File: src/acrd_defines.vh
// Constants for the converter clock and data-rate divider block
//
// Contract
// - Sample clock is the analog clock divided by a fixed four.
// - One modulator sample per sample clock period, output refreshed once per output data-rate period.
// - Output data rate is sample rate divided by the selected oversampling ratio.
// - Each new result is announced by a low pulse on data_ready_n.
// - Select codes 000..111 map to ratios 32 through 4096, doubling each step.
// - Oversampling ratio resets to 256, code 011.
// - Prescale 11,10,01,00 gives analog clock /8,/4,/2,/1, sample clock /32,/16,/8,/4.
// - Each channel has its own 24-bit offset trim word.
// - Each channel has its own 24-bit gain trim word.
// - Prescale select resets to 00, divide by one.
// - Data-ready low lasts one sample clock period, recurring at output rate.
`ifndef ACRD_DEFINES_VH
`define ACRD_DEFINES_VH

`define ACRD_ADDR_W 4
`define ACRD_ADDR_CONFIG 4'h0
`define ACRD_ADDR_STATUS 4'h1
`define ACRD_ADDR_MASK 4'h2
`define ACRD_ADDR_OFFSET0 4'h4
`define ACRD_ADDR_GAIN0 4'h5
`define ACRD_ADDR_OFFSET1 4'h6
`define ACRD_ADDR_GAIN1 4'h7
`define ACRD_ADDR_COUNT 4'h8

`define ACRD_PRE_LSB 0
`define ACRD_PRE_MSB 1
`define ACRD_OSR_LSB 4
`define ACRD_OSR_MSB 6

`define ACRD_PRE_RESET 2'h0
`define ACRD_OSR_RESET 3'h3
`define ACRD_TRIM_RESET 24'h000000
`define ACRD_TRIM_W 24

`define ACRD_SAMPLE_DIV 2'h3
`define ACRD_OSR_BASE 12'h01F
`define ACRD_CNT_W 12

`define ACRD_ST_READY 0
`define ACRD_ST_RESTART 1
`define ACRD_ST_W 2

`endif

File: src/acrd_prescaler.v
// Master clock prescaler producing analog clock enable pulses
`timescale 1ns/100ps
`default_nettype none
`include "acrd_defines.vh"
module acrd_prescaler (
  input wire clk_i, // Master clock
  input wire reset_n_i, // Async reset, active low
  input wire restart_i, // Restart the divider
  input wire [1:0] pre_sel_i, // Prescale select
  output wire tick_o // One-cycle analog clock enable
);
  reg [2:0] cnt_q;
  wire [2:0] last_w;
  // Select 00..11 divides by 1,2,4,8
  assign last_w = (3'h1 << pre_sel_i) - 3'h1;
  assign tick_o = (cnt_q == last_w) && !restart_i;
  always @(posedge clk_i or negedge reset_n_i) begin
    if (!reset_n_i) begin
      cnt_q <= 3'h0;
    end else if (restart_i || cnt_q == last_w) begin
      cnt_q <= 3'h0;
    end else begin
      cnt_q <= cnt_q + 3'h1;
    end
  end
endmodule
`default_nettype wire

File: src/acrd_rate_counter.v
// Enable-gated modulo counter used for the sample and data-rate stages
`timescale 1ns/100ps
`default_nettype none
`include "acrd_defines.vh"
module acrd_rate_counter (
  input wire clk_i, // Master clock
  input wire reset_n_i, // Async reset, active low
  input wire restart_i, // Restart the count
  input wire en_i, // Count enable
  input wire [11:0] last_i, // Terminal count, modulus minus one
  output wire wrap_o // One-cycle pulse at terminal count
);
  reg [11:0] cnt_q;
  assign wrap_o = en_i && (cnt_q == last_i) && !restart_i;
  always @(posedge clk_i or negedge reset_n_i) begin
    if (!reset_n_i) begin
      cnt_q <= 12'h000;
    end else if (restart_i) begin
      cnt_q <= 12'h000;
    end else if (en_i) begin
      if (cnt_q == last_i) begin
        cnt_q <= 12'h000;
      end else begin
        cnt_q <= cnt_q + 12'h001;
      end
    end
  end
endmodule
`default_nettype wire

File: src/acrd_clock_divider.v
// Converter clock chain: prescaler, divide-by-four, decimation rate and trim words
`timescale 1ns/100ps
`default_nettype none
`include "acrd_defines.vh"
module acrd_clock_divider (
  input wire clk_i, // Master clock, 10 MHz
  input wire reset_n_i, // Async reset, active low
  input wire [3:0] addr_i, // Register address
  input wire [31:0] wdata_i, // Write data
  input wire wr_i, // Write strobe
  input wire rd_i, // Read strobe
  output reg [31:0] rdata_o, // Read data, cycle after read strobe
  output wire analog_clock_o, // Analog clock enable pulse
  output wire sample_clock_o, // Sample clock enable pulse
  output wire output_rate_tick_o, // Output data-rate pulse
  output reg data_ready_n_o, // Data-ready, active low
  output reg [23:0] offset_trim_word0_o, // Channel 0 offset trim
  output reg [23:0] offset_trim_word1_o, // Channel 1 offset trim
  output reg [23:0] gain_trim_word0_o, // Channel 0 gain trim
  output reg [23:0] gain_trim_word1_o, // Channel 1 gain trim
  output wire irq_o // Interrupt, active high level
);
  reg [1:0] pre_q;
  reg [2:0] osr_q;
  reg [1:0] status_q;
  reg [1:0] mask_q;
  reg restart_q;
  reg [1:0] status_d;
  wire cfg_wr_w;
  wire [11:0] osr_last_w;
  wire [11:0] smp_last_w;
  wire [11:0] osr_cnt_w;

  assign cfg_wr_w = wr_i && (addr_i == `ACRD_ADDR_CONFIG);

  // Restart is held one cycle after a config write so the dividers start clean
  always @(posedge clk_i or negedge reset_n_i) begin
    if (!reset_n_i) begin
      restart_q <= 1'b0;
    end else begin
      restart_q <= cfg_wr_w;
    end
  end

  acrd_prescaler u_pre (
    .clk_i(clk_i),
    .reset_n_i(reset_n_i),
    .restart_i(restart_q),
    .pre_sel_i(pre_q),
    .tick_o(analog_clock_o)
  );

  assign smp_last_w = {10'h000, `ACRD_SAMPLE_DIV};
  acrd_rate_counter u_smp (
    .clk_i(clk_i),
    .reset_n_i(reset_n_i),
    .restart_i(restart_q),
    .en_i(analog_clock_o),
    .last_i(smp_last_w),
    .wrap_o(sample_clock_o)
  );

  // Ratio is 32 shifted by the select code, minus one for the terminal count
  assign osr_cnt_w = `ACRD_OSR_BASE;
  assign osr_last_w = ((osr_cnt_w + 12'h001) << osr_q) - 12'h001;
  acrd_rate_counter u_osr (
    .clk_i(clk_i),
    .reset_n_i(reset_n_i),
    .restart_i(restart_q),
    .en_i(sample_clock_o),
    .last_i(osr_last_w),
    .wrap_o(output_rate_tick_o)
  );

  // Low from one rate tick to the next sample clock: one sample period wide
  always @(posedge clk_i or negedge reset_n_i) begin
    if (!reset_n_i) begin
      data_ready_n_o <= 1'b1;
    end else if (restart_q) begin
      data_ready_n_o <= 1'b1;
    end else if (output_rate_tick_o) begin
      data_ready_n_o <= 1'b0;
    end else if (sample_clock_o) begin
      data_ready_n_o <= 1'b1;
    end
  end

  // Status: ready event and restart event; write one to clear, set wins
  always @* begin
    status_d = status_q;
    if (wr_i && addr_i == `ACRD_ADDR_STATUS) begin
      status_d = status_q & ~wdata_i[`ACRD_ST_W-1:0];
    end
    if (output_rate_tick_o) begin
      status_d[`ACRD_ST_READY] = 1'b1;
    end
    if (restart_q) begin
      status_d[`ACRD_ST_RESTART] = 1'b1;
    end
  end
  assign irq_o = |(status_q & mask_q);

  always @(posedge clk_i or negedge reset_n_i) begin
    if (!reset_n_i) begin
      pre_q <= `ACRD_PRE_RESET;
      osr_q <= `ACRD_OSR_RESET;
      status_q <= 2'h0;
      mask_q <= 2'h0;
      offset_trim_word0_o <= `ACRD_TRIM_RESET;
      offset_trim_word1_o <= `ACRD_TRIM_RESET;
      gain_trim_word0_o <= `ACRD_TRIM_RESET;
      gain_trim_word1_o <= `ACRD_TRIM_RESET;
    end else begin
      status_q <= status_d;
      if (wr_i) begin
        case (addr_i)
          `ACRD_ADDR_CONFIG: begin
            pre_q <= wdata_i[`ACRD_PRE_MSB:`ACRD_PRE_LSB];
            osr_q <= wdata_i[`ACRD_OSR_MSB:`ACRD_OSR_LSB];
          end
          `ACRD_ADDR_MASK: mask_q <= wdata_i[`ACRD_ST_W-1:0];
          `ACRD_ADDR_OFFSET0: offset_trim_word0_o <= wdata_i[`ACRD_TRIM_W-1:0];
          `ACRD_ADDR_OFFSET1: offset_trim_word1_o <= wdata_i[`ACRD_TRIM_W-1:0];
          `ACRD_ADDR_GAIN0: gain_trim_word0_o <= wdata_i[`ACRD_TRIM_W-1:0];
          `ACRD_ADDR_GAIN1: gain_trim_word1_o <= wdata_i[`ACRD_TRIM_W-1:0];
          default: begin
          end
        endcase
      end
    end
  end

  // Read data valid only in the cycle after the strobe; zero otherwise
  always @(posedge clk_i or negedge reset_n_i) begin
    if (!reset_n_i) begin
      rdata_o <= 32'h00000000;
    end else if (rd_i) begin
      case (addr_i)
        `ACRD_ADDR_CONFIG: rdata_o <= {25'h0, osr_q, 2'h0, pre_q};
        `ACRD_ADDR_STATUS: rdata_o <= {30'h0, status_q};
        `ACRD_ADDR_MASK: rdata_o <= {30'h0, mask_q};
        `ACRD_ADDR_OFFSET0: rdata_o <= {8'h00, offset_trim_word0_o};
        `ACRD_ADDR_GAIN0: rdata_o <= {8'h00, gain_trim_word0_o};
        `ACRD_ADDR_OFFSET1: rdata_o <= {8'h00, offset_trim_word1_o};
        `ACRD_ADDR_GAIN1: rdata_o <= {8'h00, gain_trim_word1_o};
        `ACRD_ADDR_COUNT: rdata_o <= {20'h0, osr_last_w};
        default: rdata_o <= 32'h00000000;
      endcase
    end else begin
      rdata_o <= 32'h00000000;
    end
  end
endmodule
`default_nettype wire

File: config.mk
export PLATFORM = sky130hd
export DESIGN_NAME = acrd_clock_divider
export DESIGN_NICKNAME = d
export VERILOG_FILES = /design/src/acrd_prescaler.v /design/src/acrd_rate_counter.v /design/src/acrd_clock_divider.v
export VERILOG_INCLUDE_DIRS = /design/src
export SDC_FILE = /design/constraint.sdc
export NUM_CORES = 1
export LEC_CHECK = 0
export CORE_MARGIN = 8
export CORE_UTILIZATION = 25
export DETAILED_ROUTE_END_ITERATION = 16
export DONT_BUFFER_PORTS = 1
export PLACE_DENSITY_LB_ADDON = 0.3
export REMOVE_ABC_BUFFERS = 1
export SLEW_MARGIN = 40
export SYNTH_ARGS = -nofsm -noshare
export SYNTH_HDL_FRONTEND = slang
export SYNTH_SLANG_ARGS = --single-unit
export TNS_END_PERCENT = 30
File: constraint.sdc
create_clock -name clk_i -period 2.25 [get_ports clk_i]
set_input_delay 0.45 -clock clk_i [delete_from_list [all_inputs] [get_ports clk_i]]
set_output_delay 0.45 -clock clk_i [all_outputs]
set_load 0.005 [all_outputs]
== After elaboration in Yosys (flattened, before gate mapping) ==
Cells that the tools add are included.

* Bits in registers: 166
* Word-level logic and storage cells: 72
* Output and inout port bits: 133
* Input bits: 40

* Bitwise gates (word level): 3
* Reductions and logical operators: 22
* Add/sub/neg operators: 5
* Multiplexer cells: 15
* Equality and inequality tests: 10
* Shifts and indexed selects: 2

{| class="wikitable"
|+ Operators by type and width
! operator !! number
|-
| 24-bit case mux with 8 select lines || 1
|-
| 12-bit two-way mux || 6
|-
| 32-bit two-way mux || 1
|-
| 12-bit by 1-bit adder with 12-bit output, second input constant || 2
|-
| 4-bit by 3-bit equality test with 1-bit output, second input constant || 4
|-
| 12-bit equality test || 1
|-
| 12-bit by 2-bit equality test with 1-bit output, second input constant || 1
|-
| 2-bit AND reduction || 6
|-
| 6-bit by 3-bit << shifter with 12-bit output, first input constant || 1
|-
| 12-bit by 1-bit subtractor with 12-bit output, second input constant || 1
|-
| 2-bit nonzero test || 4
|-
| 1-bit logical AND || 7
|-
| 1-bit two-way mux || 5
|-
| 2-bit AND || 2
|-
| 4-bit by 1-bit equality test with 1-bit output, second input constant || 1
|-
| 4-bit by 2-bit equality test with 1-bit output, second input constant || 1
|-
| 4-bit equality test, second input constant || 1
|-
| 4-bit zero test || 1
|-
| 3-bit by 1-bit adder with 3-bit output, second input constant || 1
|-
| 3-bit equality test || 1
|-
| 3-bit two-way mux || 1
|-
| 3-bit nonzero test || 1
|-
| 1-bit by 2-bit << shifter with 3-bit output, first input constant || 1
|-
| 3-bit by 1-bit subtractor with 3-bit output, second input constant || 1
|-
| 5 further kinds || 5
|}

== Longest topological paths before layout ==
* Depth in word-level cells: 10
* Depth in mapped cells: 8
* Gate-level depth less buffers: 8

== Modules after synthesis ==
A second synthesis with hierarchy kept.

* Cells, all modules: 628
* Area, all modules: 7846.3 sq um

{| class="wikitable"
|+ Modules (own cells, without submodules)
! module !! times used !! area each (sq um) !! sequential area each (sq um) !! cells each
|-
| acrd_clock_divider || 1 || 5864.4 || 3281.9 || 414
|-
| acrd_rate_counter || 2 || 894.6 || 300.3 || 99
|-
| acrd_prescaler || 1 || 192.7 || 75.1 || 16
|}

== Worst setup path after synthesis ==
Ideal clock, no wire load.

* Path type: reg2out
* Start point: register osr_q[0]
* End point: output output_rate_tick_o
* Path slack: -0.005 ns
* Arrival: 1.805 ns
* Cell stages (with the launch flop): 7
* Cell sequence: dfstp_2 > or3b_2 > a21boi_0 > o21ai_0 > a211o_1 > clkbuf_1 > nor2_1

* Word-level cells in the longest chain between the ends: 5

{| class="wikitable"
|+ RTL lines
! element !! line !! RTL
|-
| start: declaration || acrd_clock_divider.v:24 || <nowiki>reg [2:0] osr_q;</nowiki>
|-
| start signal: assignment || acrd_clock_divider.v:106 || <nowiki>osr_q <= `ACRD_OSR_RESET;</nowiki>
|-
| start signal: assignment || acrd_clock_divider.v:119 || <nowiki>osr_q <= wdata_i[`ACRD_OSR_MSB:`ACRD_OSR_LSB];</nowiki>
|-
| 6-bit by 3-bit << shifter with 12-bit output || acrd_clock_divider.v:65 || <nowiki>assign osr_last_w = ((osr_cnt_w + 12'h001) << osr_q) - 12'h001;</nowiki>
|-
| 12-bit by 1-bit subtractor with 12-bit output || acrd_clock_divider.v:65 ||
|-
| 12-bit equality test || acrd_rate_counter.v:14 || <nowiki>assign wrap_o = en_i && (cnt_q == last_i) && !restart_i;</nowiki>
|-
| 1-bit logical AND (2 in a row) || acrd_rate_counter.v:14 ||
|-
| end: declaration || acrd_clock_divider.v:15 || <nowiki>output wire output_rate_tick_o,</nowiki>
|}

No other way between the ends.

== Worst setup path in the final report ==
* Start point: register pre_q[1]
* End point: output output_rate_tick_o

* Word-level cells in the longest chain between the ends: 8

{| class="wikitable"
|+ RTL lines
! element !! line !! RTL
|-
| start: declaration || acrd_clock_divider.v:23 || <nowiki>reg [1:0] pre_q;</nowiki>
|-
| start signal: assignment || acrd_clock_divider.v:105 || <nowiki>pre_q <= `ACRD_PRE_RESET;</nowiki>
|-
| start signal: assignment || acrd_clock_divider.v:118 || <nowiki>pre_q <= wdata_i[`ACRD_PRE_MSB:`ACRD_PRE_LSB];</nowiki>
|-
| 1-bit by 2-bit << shifter with 3-bit output || acrd_prescaler.v:15 || <nowiki>assign last_w = (3'h1 << pre_sel_i) - 3'h1;</nowiki>
|-
| 3-bit by 1-bit subtractor with 3-bit output || acrd_prescaler.v:15 ||
|-
| 3-bit equality test || acrd_prescaler.v:16 || <nowiki>assign tick_o = (cnt_q == last_w) && !restart_i;</nowiki>
|-
| 1-bit logical AND || acrd_prescaler.v:16 ||
|-
| 1-bit logical AND (4 in a row) || acrd_rate_counter.v:14 ||
|}

No other way between the ends.

==> metrics.yaml <==
outcome: "complete, but fails checks"
failed_checks: "hold timing, setup timing"
max_cap_viol_count: 0
netlist_area_um2: 7030
insertion_delay_ns: 0.42
synth_seq_cells: 158
io_pins: 173
critPathMaxFanout: 4
first_pass_iters: 7
ir_drop_mv: 0.381
synthToLayoutAreaGrowth_pct: 20.8
hold_viol_final: 158
cts.sinks: 158
gp_congestion: 0.776
netlist.area_leader.share_pct: 55.2
clk_pin_slew_ns: 0.07
clock.fmax_ghz: 0.391
avgSynthCellArea_um2: 11.6
avgRoutedWirePerCell_um: 21.0
cts-root-buf: "clkbuf_16"
synth.area.top_cells: "dfrtp_1, mux2_2, nand2_1, a222oi_1, a21oi_1"
rows: 61
power_density_nw_per_um2: 985
finalSetupViolations: 8
crit_chain: "or2_1 -> or4_4 -> a211o_4 -> nor2_4 -> buf_6"
met3_length_um: 1870
utilization_pct: 30.6
period_needed_ns: 2.56
vias_per_cell: 4.93
cpPeakStageDelay_ns: 0.46
drtIter0Drc: 405
port_buffers: 0
slew_viol_final: 0
track_usage_pct: 12.6
pre_cts_ws_ns: 0.00616
fillers: 2846
reg2reg_from: "pre_q[1]$_DFFE_PN0P_"
fin_crit_sh_pct: 114
synth_top_area_cell: "dfrtp_1"
dieWidth_um: 184
clock_tree.buffer_depth: 2
synth-edff-count: 0
clock_skew_ns: 0.0140
grt_start_max_net_pins: 159
grt_pass1_vias: 5030
required_ns: 1.80
yosys_warnings: 0
die_y_um: 184
ys.flop_type: "dfrtp_1"
cts_buffers: 17
crit_type: "reg -> out"
antenna_found_initial: 0
synthArstFlopShare_pct: 100
layout-drive-gt1-share_pct: 31.8
place_hpwl_um: 14600
grt_pass1_wl_um: 32500
synth_cell_types: 53
cp.arrival_ns: 2.11
synth_cells: 604
critPathLaunch: "pre_q[1]$_DFFE_PN0P_"
rsz0062_at_grt: "true"
final.setup.worst_slack_ns: -0.308
cts.htree.levels: 4
cpMaxStageDelayCell: "or4_4"
drt-total-wl_um: 21500
fp.dieArea_um2: 33700
fin_setup_tns_ns: -1.16
cp-end-kind: "output pin"
highest_layer: "met4"
dr_total_vias: 5057
cp-start-kind: "flop"
core-area_um2: 27700
ys_seq_area_share_pct: 56.3
cts_tree: "built"
met2_length_um: 9980
ant_nets: 0
start_util_pct: 25.4
overflow: 0
holdWs_ns: -0.281
total_power_uw: 8360
p_leak_uw: 0.00357
drc: 0
diodes: 0
met1Wirelength_um: 9430
nets: 677
min_path_type: "in -> async"
-- cells by family (layout without fill, tap and decap cells) --
group	after synthesis	count (layout)	synth area share, %
simple gates	170	170	12.1
flops	158	158	56.3
compound gates	124	124	11.8
mux	99	99	15.8
buf+inv	46	82	2.90
fa+ha+maj	3	3	0.534
xor+xnor	3	3	0.374
other cells	1	8	0.0534
-- where the power goes --
part / switching (uW) / internal [uW]
logic: 590 / 747
registers: 610 / 3380
clock network: 1290 / 1740
-- worst paths after layout --
check / end / slack [ns] / depth (start not counted)
max in group asynchronous: osr_q[1]$_DFFE_PN1P_ / 2.25 / 0
min reg2reg: u_smp.cnt_q[0]$_DFFE_PN0P_ / 0.52 / 1
min: u_smp.cnt_q[7]$_DFFE_PN0P_ / -0.28 / 0
min in group clk_i: osr_q[1]$_DFFE_PN1P_ / 0.13 / 2
max reg2reg: u_osr.cnt_q[6]$_DFFE_PN0P_ / -0.19 / 7
max: output_rate_tick_o / -0.31 / 5
-- synthesized netlist by cell type, drive strengths merged, types with 2 or more instances --
library cell	count
dfrtp	155
mux2	98
nand2	62
clkbuf	32
a21oi	30
o21ai	29
nor2	23
a222oi	17
nand3	17
buf	11
nor3	11
a22oi	10
nor2b	10
a31oi	8
nor4	8
and3	7
o31ai	7
a221oi	6
nand2b	5
o211ai	5
and2	4
nand4	4
a21o	3
dfstp	3
ha	3
inv	3
nor4b	3
or2	3
a211o	2
nand3b	2
or3	2
or3b	2
or4b	2
xor2	2
-- layout make-up --
class | count | area, um^2 | area share [%]
sequential | 158 | 3960 | 46.6
multi-input combinational | 407 | 3010 | 35.5
tap | 378 | 473 | 5.57
clock buffer | 19 | 453 | 5.34
timing repair buffer | 47 | 414 | 4.88
clock inverter | 13 | 163 | 1.92
inverter | 3 | 11.3 | 0.133
-- timing repair --
| item | CTS | global route |
|---|---|---|
| endpoints found under the hold margin | 158 | 158 |
| endpoints found under the setup margin | 6 | 15 |
| cloned | 0 | 0 |
| gates resized for setup | 11 | 20 |
| pin swaps | 7 | 8 |
| buffers inserted | 4 | 3 |
-- flip-flops by register name, summed over array words and instances, names as in the netlist --
name,cells
data_ready_n_o,1
status_q,2
u_pre.cnt_q,3
offset_trim_word1_o,24
restart_q,1
gain_trim_word1_o,24
u_smp.cnt_q,12
mask_q,2
gain_trim_word0_o,24
rdata_o,24
osr_q,3
u_osr.cnt_q,12
pre_q,2
offset_trim_word0_o,24
-- cells in the final DEF (no fill, tap or decap), drive strengths merged, types with 6 or more instances in the layout --
cell type | Yosys | routed
a21oi | 30 | 30
a31oi | 8 | 8
conb | 1 | 8
and3 | 7 | 7
nand3 | 17 | 17
a22oi | 10 | 10
a222oi | 17 | 17
buf | 11 | 47
nor2b | 10 | 10
inv | 3 | 12
nand2 | 62 | 62
mux2 | 98 | 98
a221oi | 6 | 6
nor4 | 8 | 8
dfrtp | 155 | 155
nor2 | 23 | 23
o21ai | 29 | 29
nor3 | 11 | 11
clkbuf | 32 | 19
o31ai | 7 | 7
-- metal layers --
metal,track usage [%],vias to the layer above
met4,3.29,0
met2,19.6,151
li1,-,2275
met3,4.62,16
met1,16.4,2615
met5,0,-
-- metrics by stage --
stage          std cells  instance area, um^2
5_1_grt             1025                 8490
6_report            1025                 8490
3_3_place_gp         986                 7700
2_1_floorplan        568                 6860
3_5_place_dp         986                 7700
4_1_cts             1022                 8380
-- worst max-delay path: cells and delay by family, from the launching register on --
| family | cells | cell delay [ns] |
|---|---|---|
| compound gates | 1 | 0.38 |
| buf+inv | 1 | 0.11 |
| flops | 1 | 0.40 |
| simple gates | 3 | 0.79 |
Power figures use the tool's default switching activity.
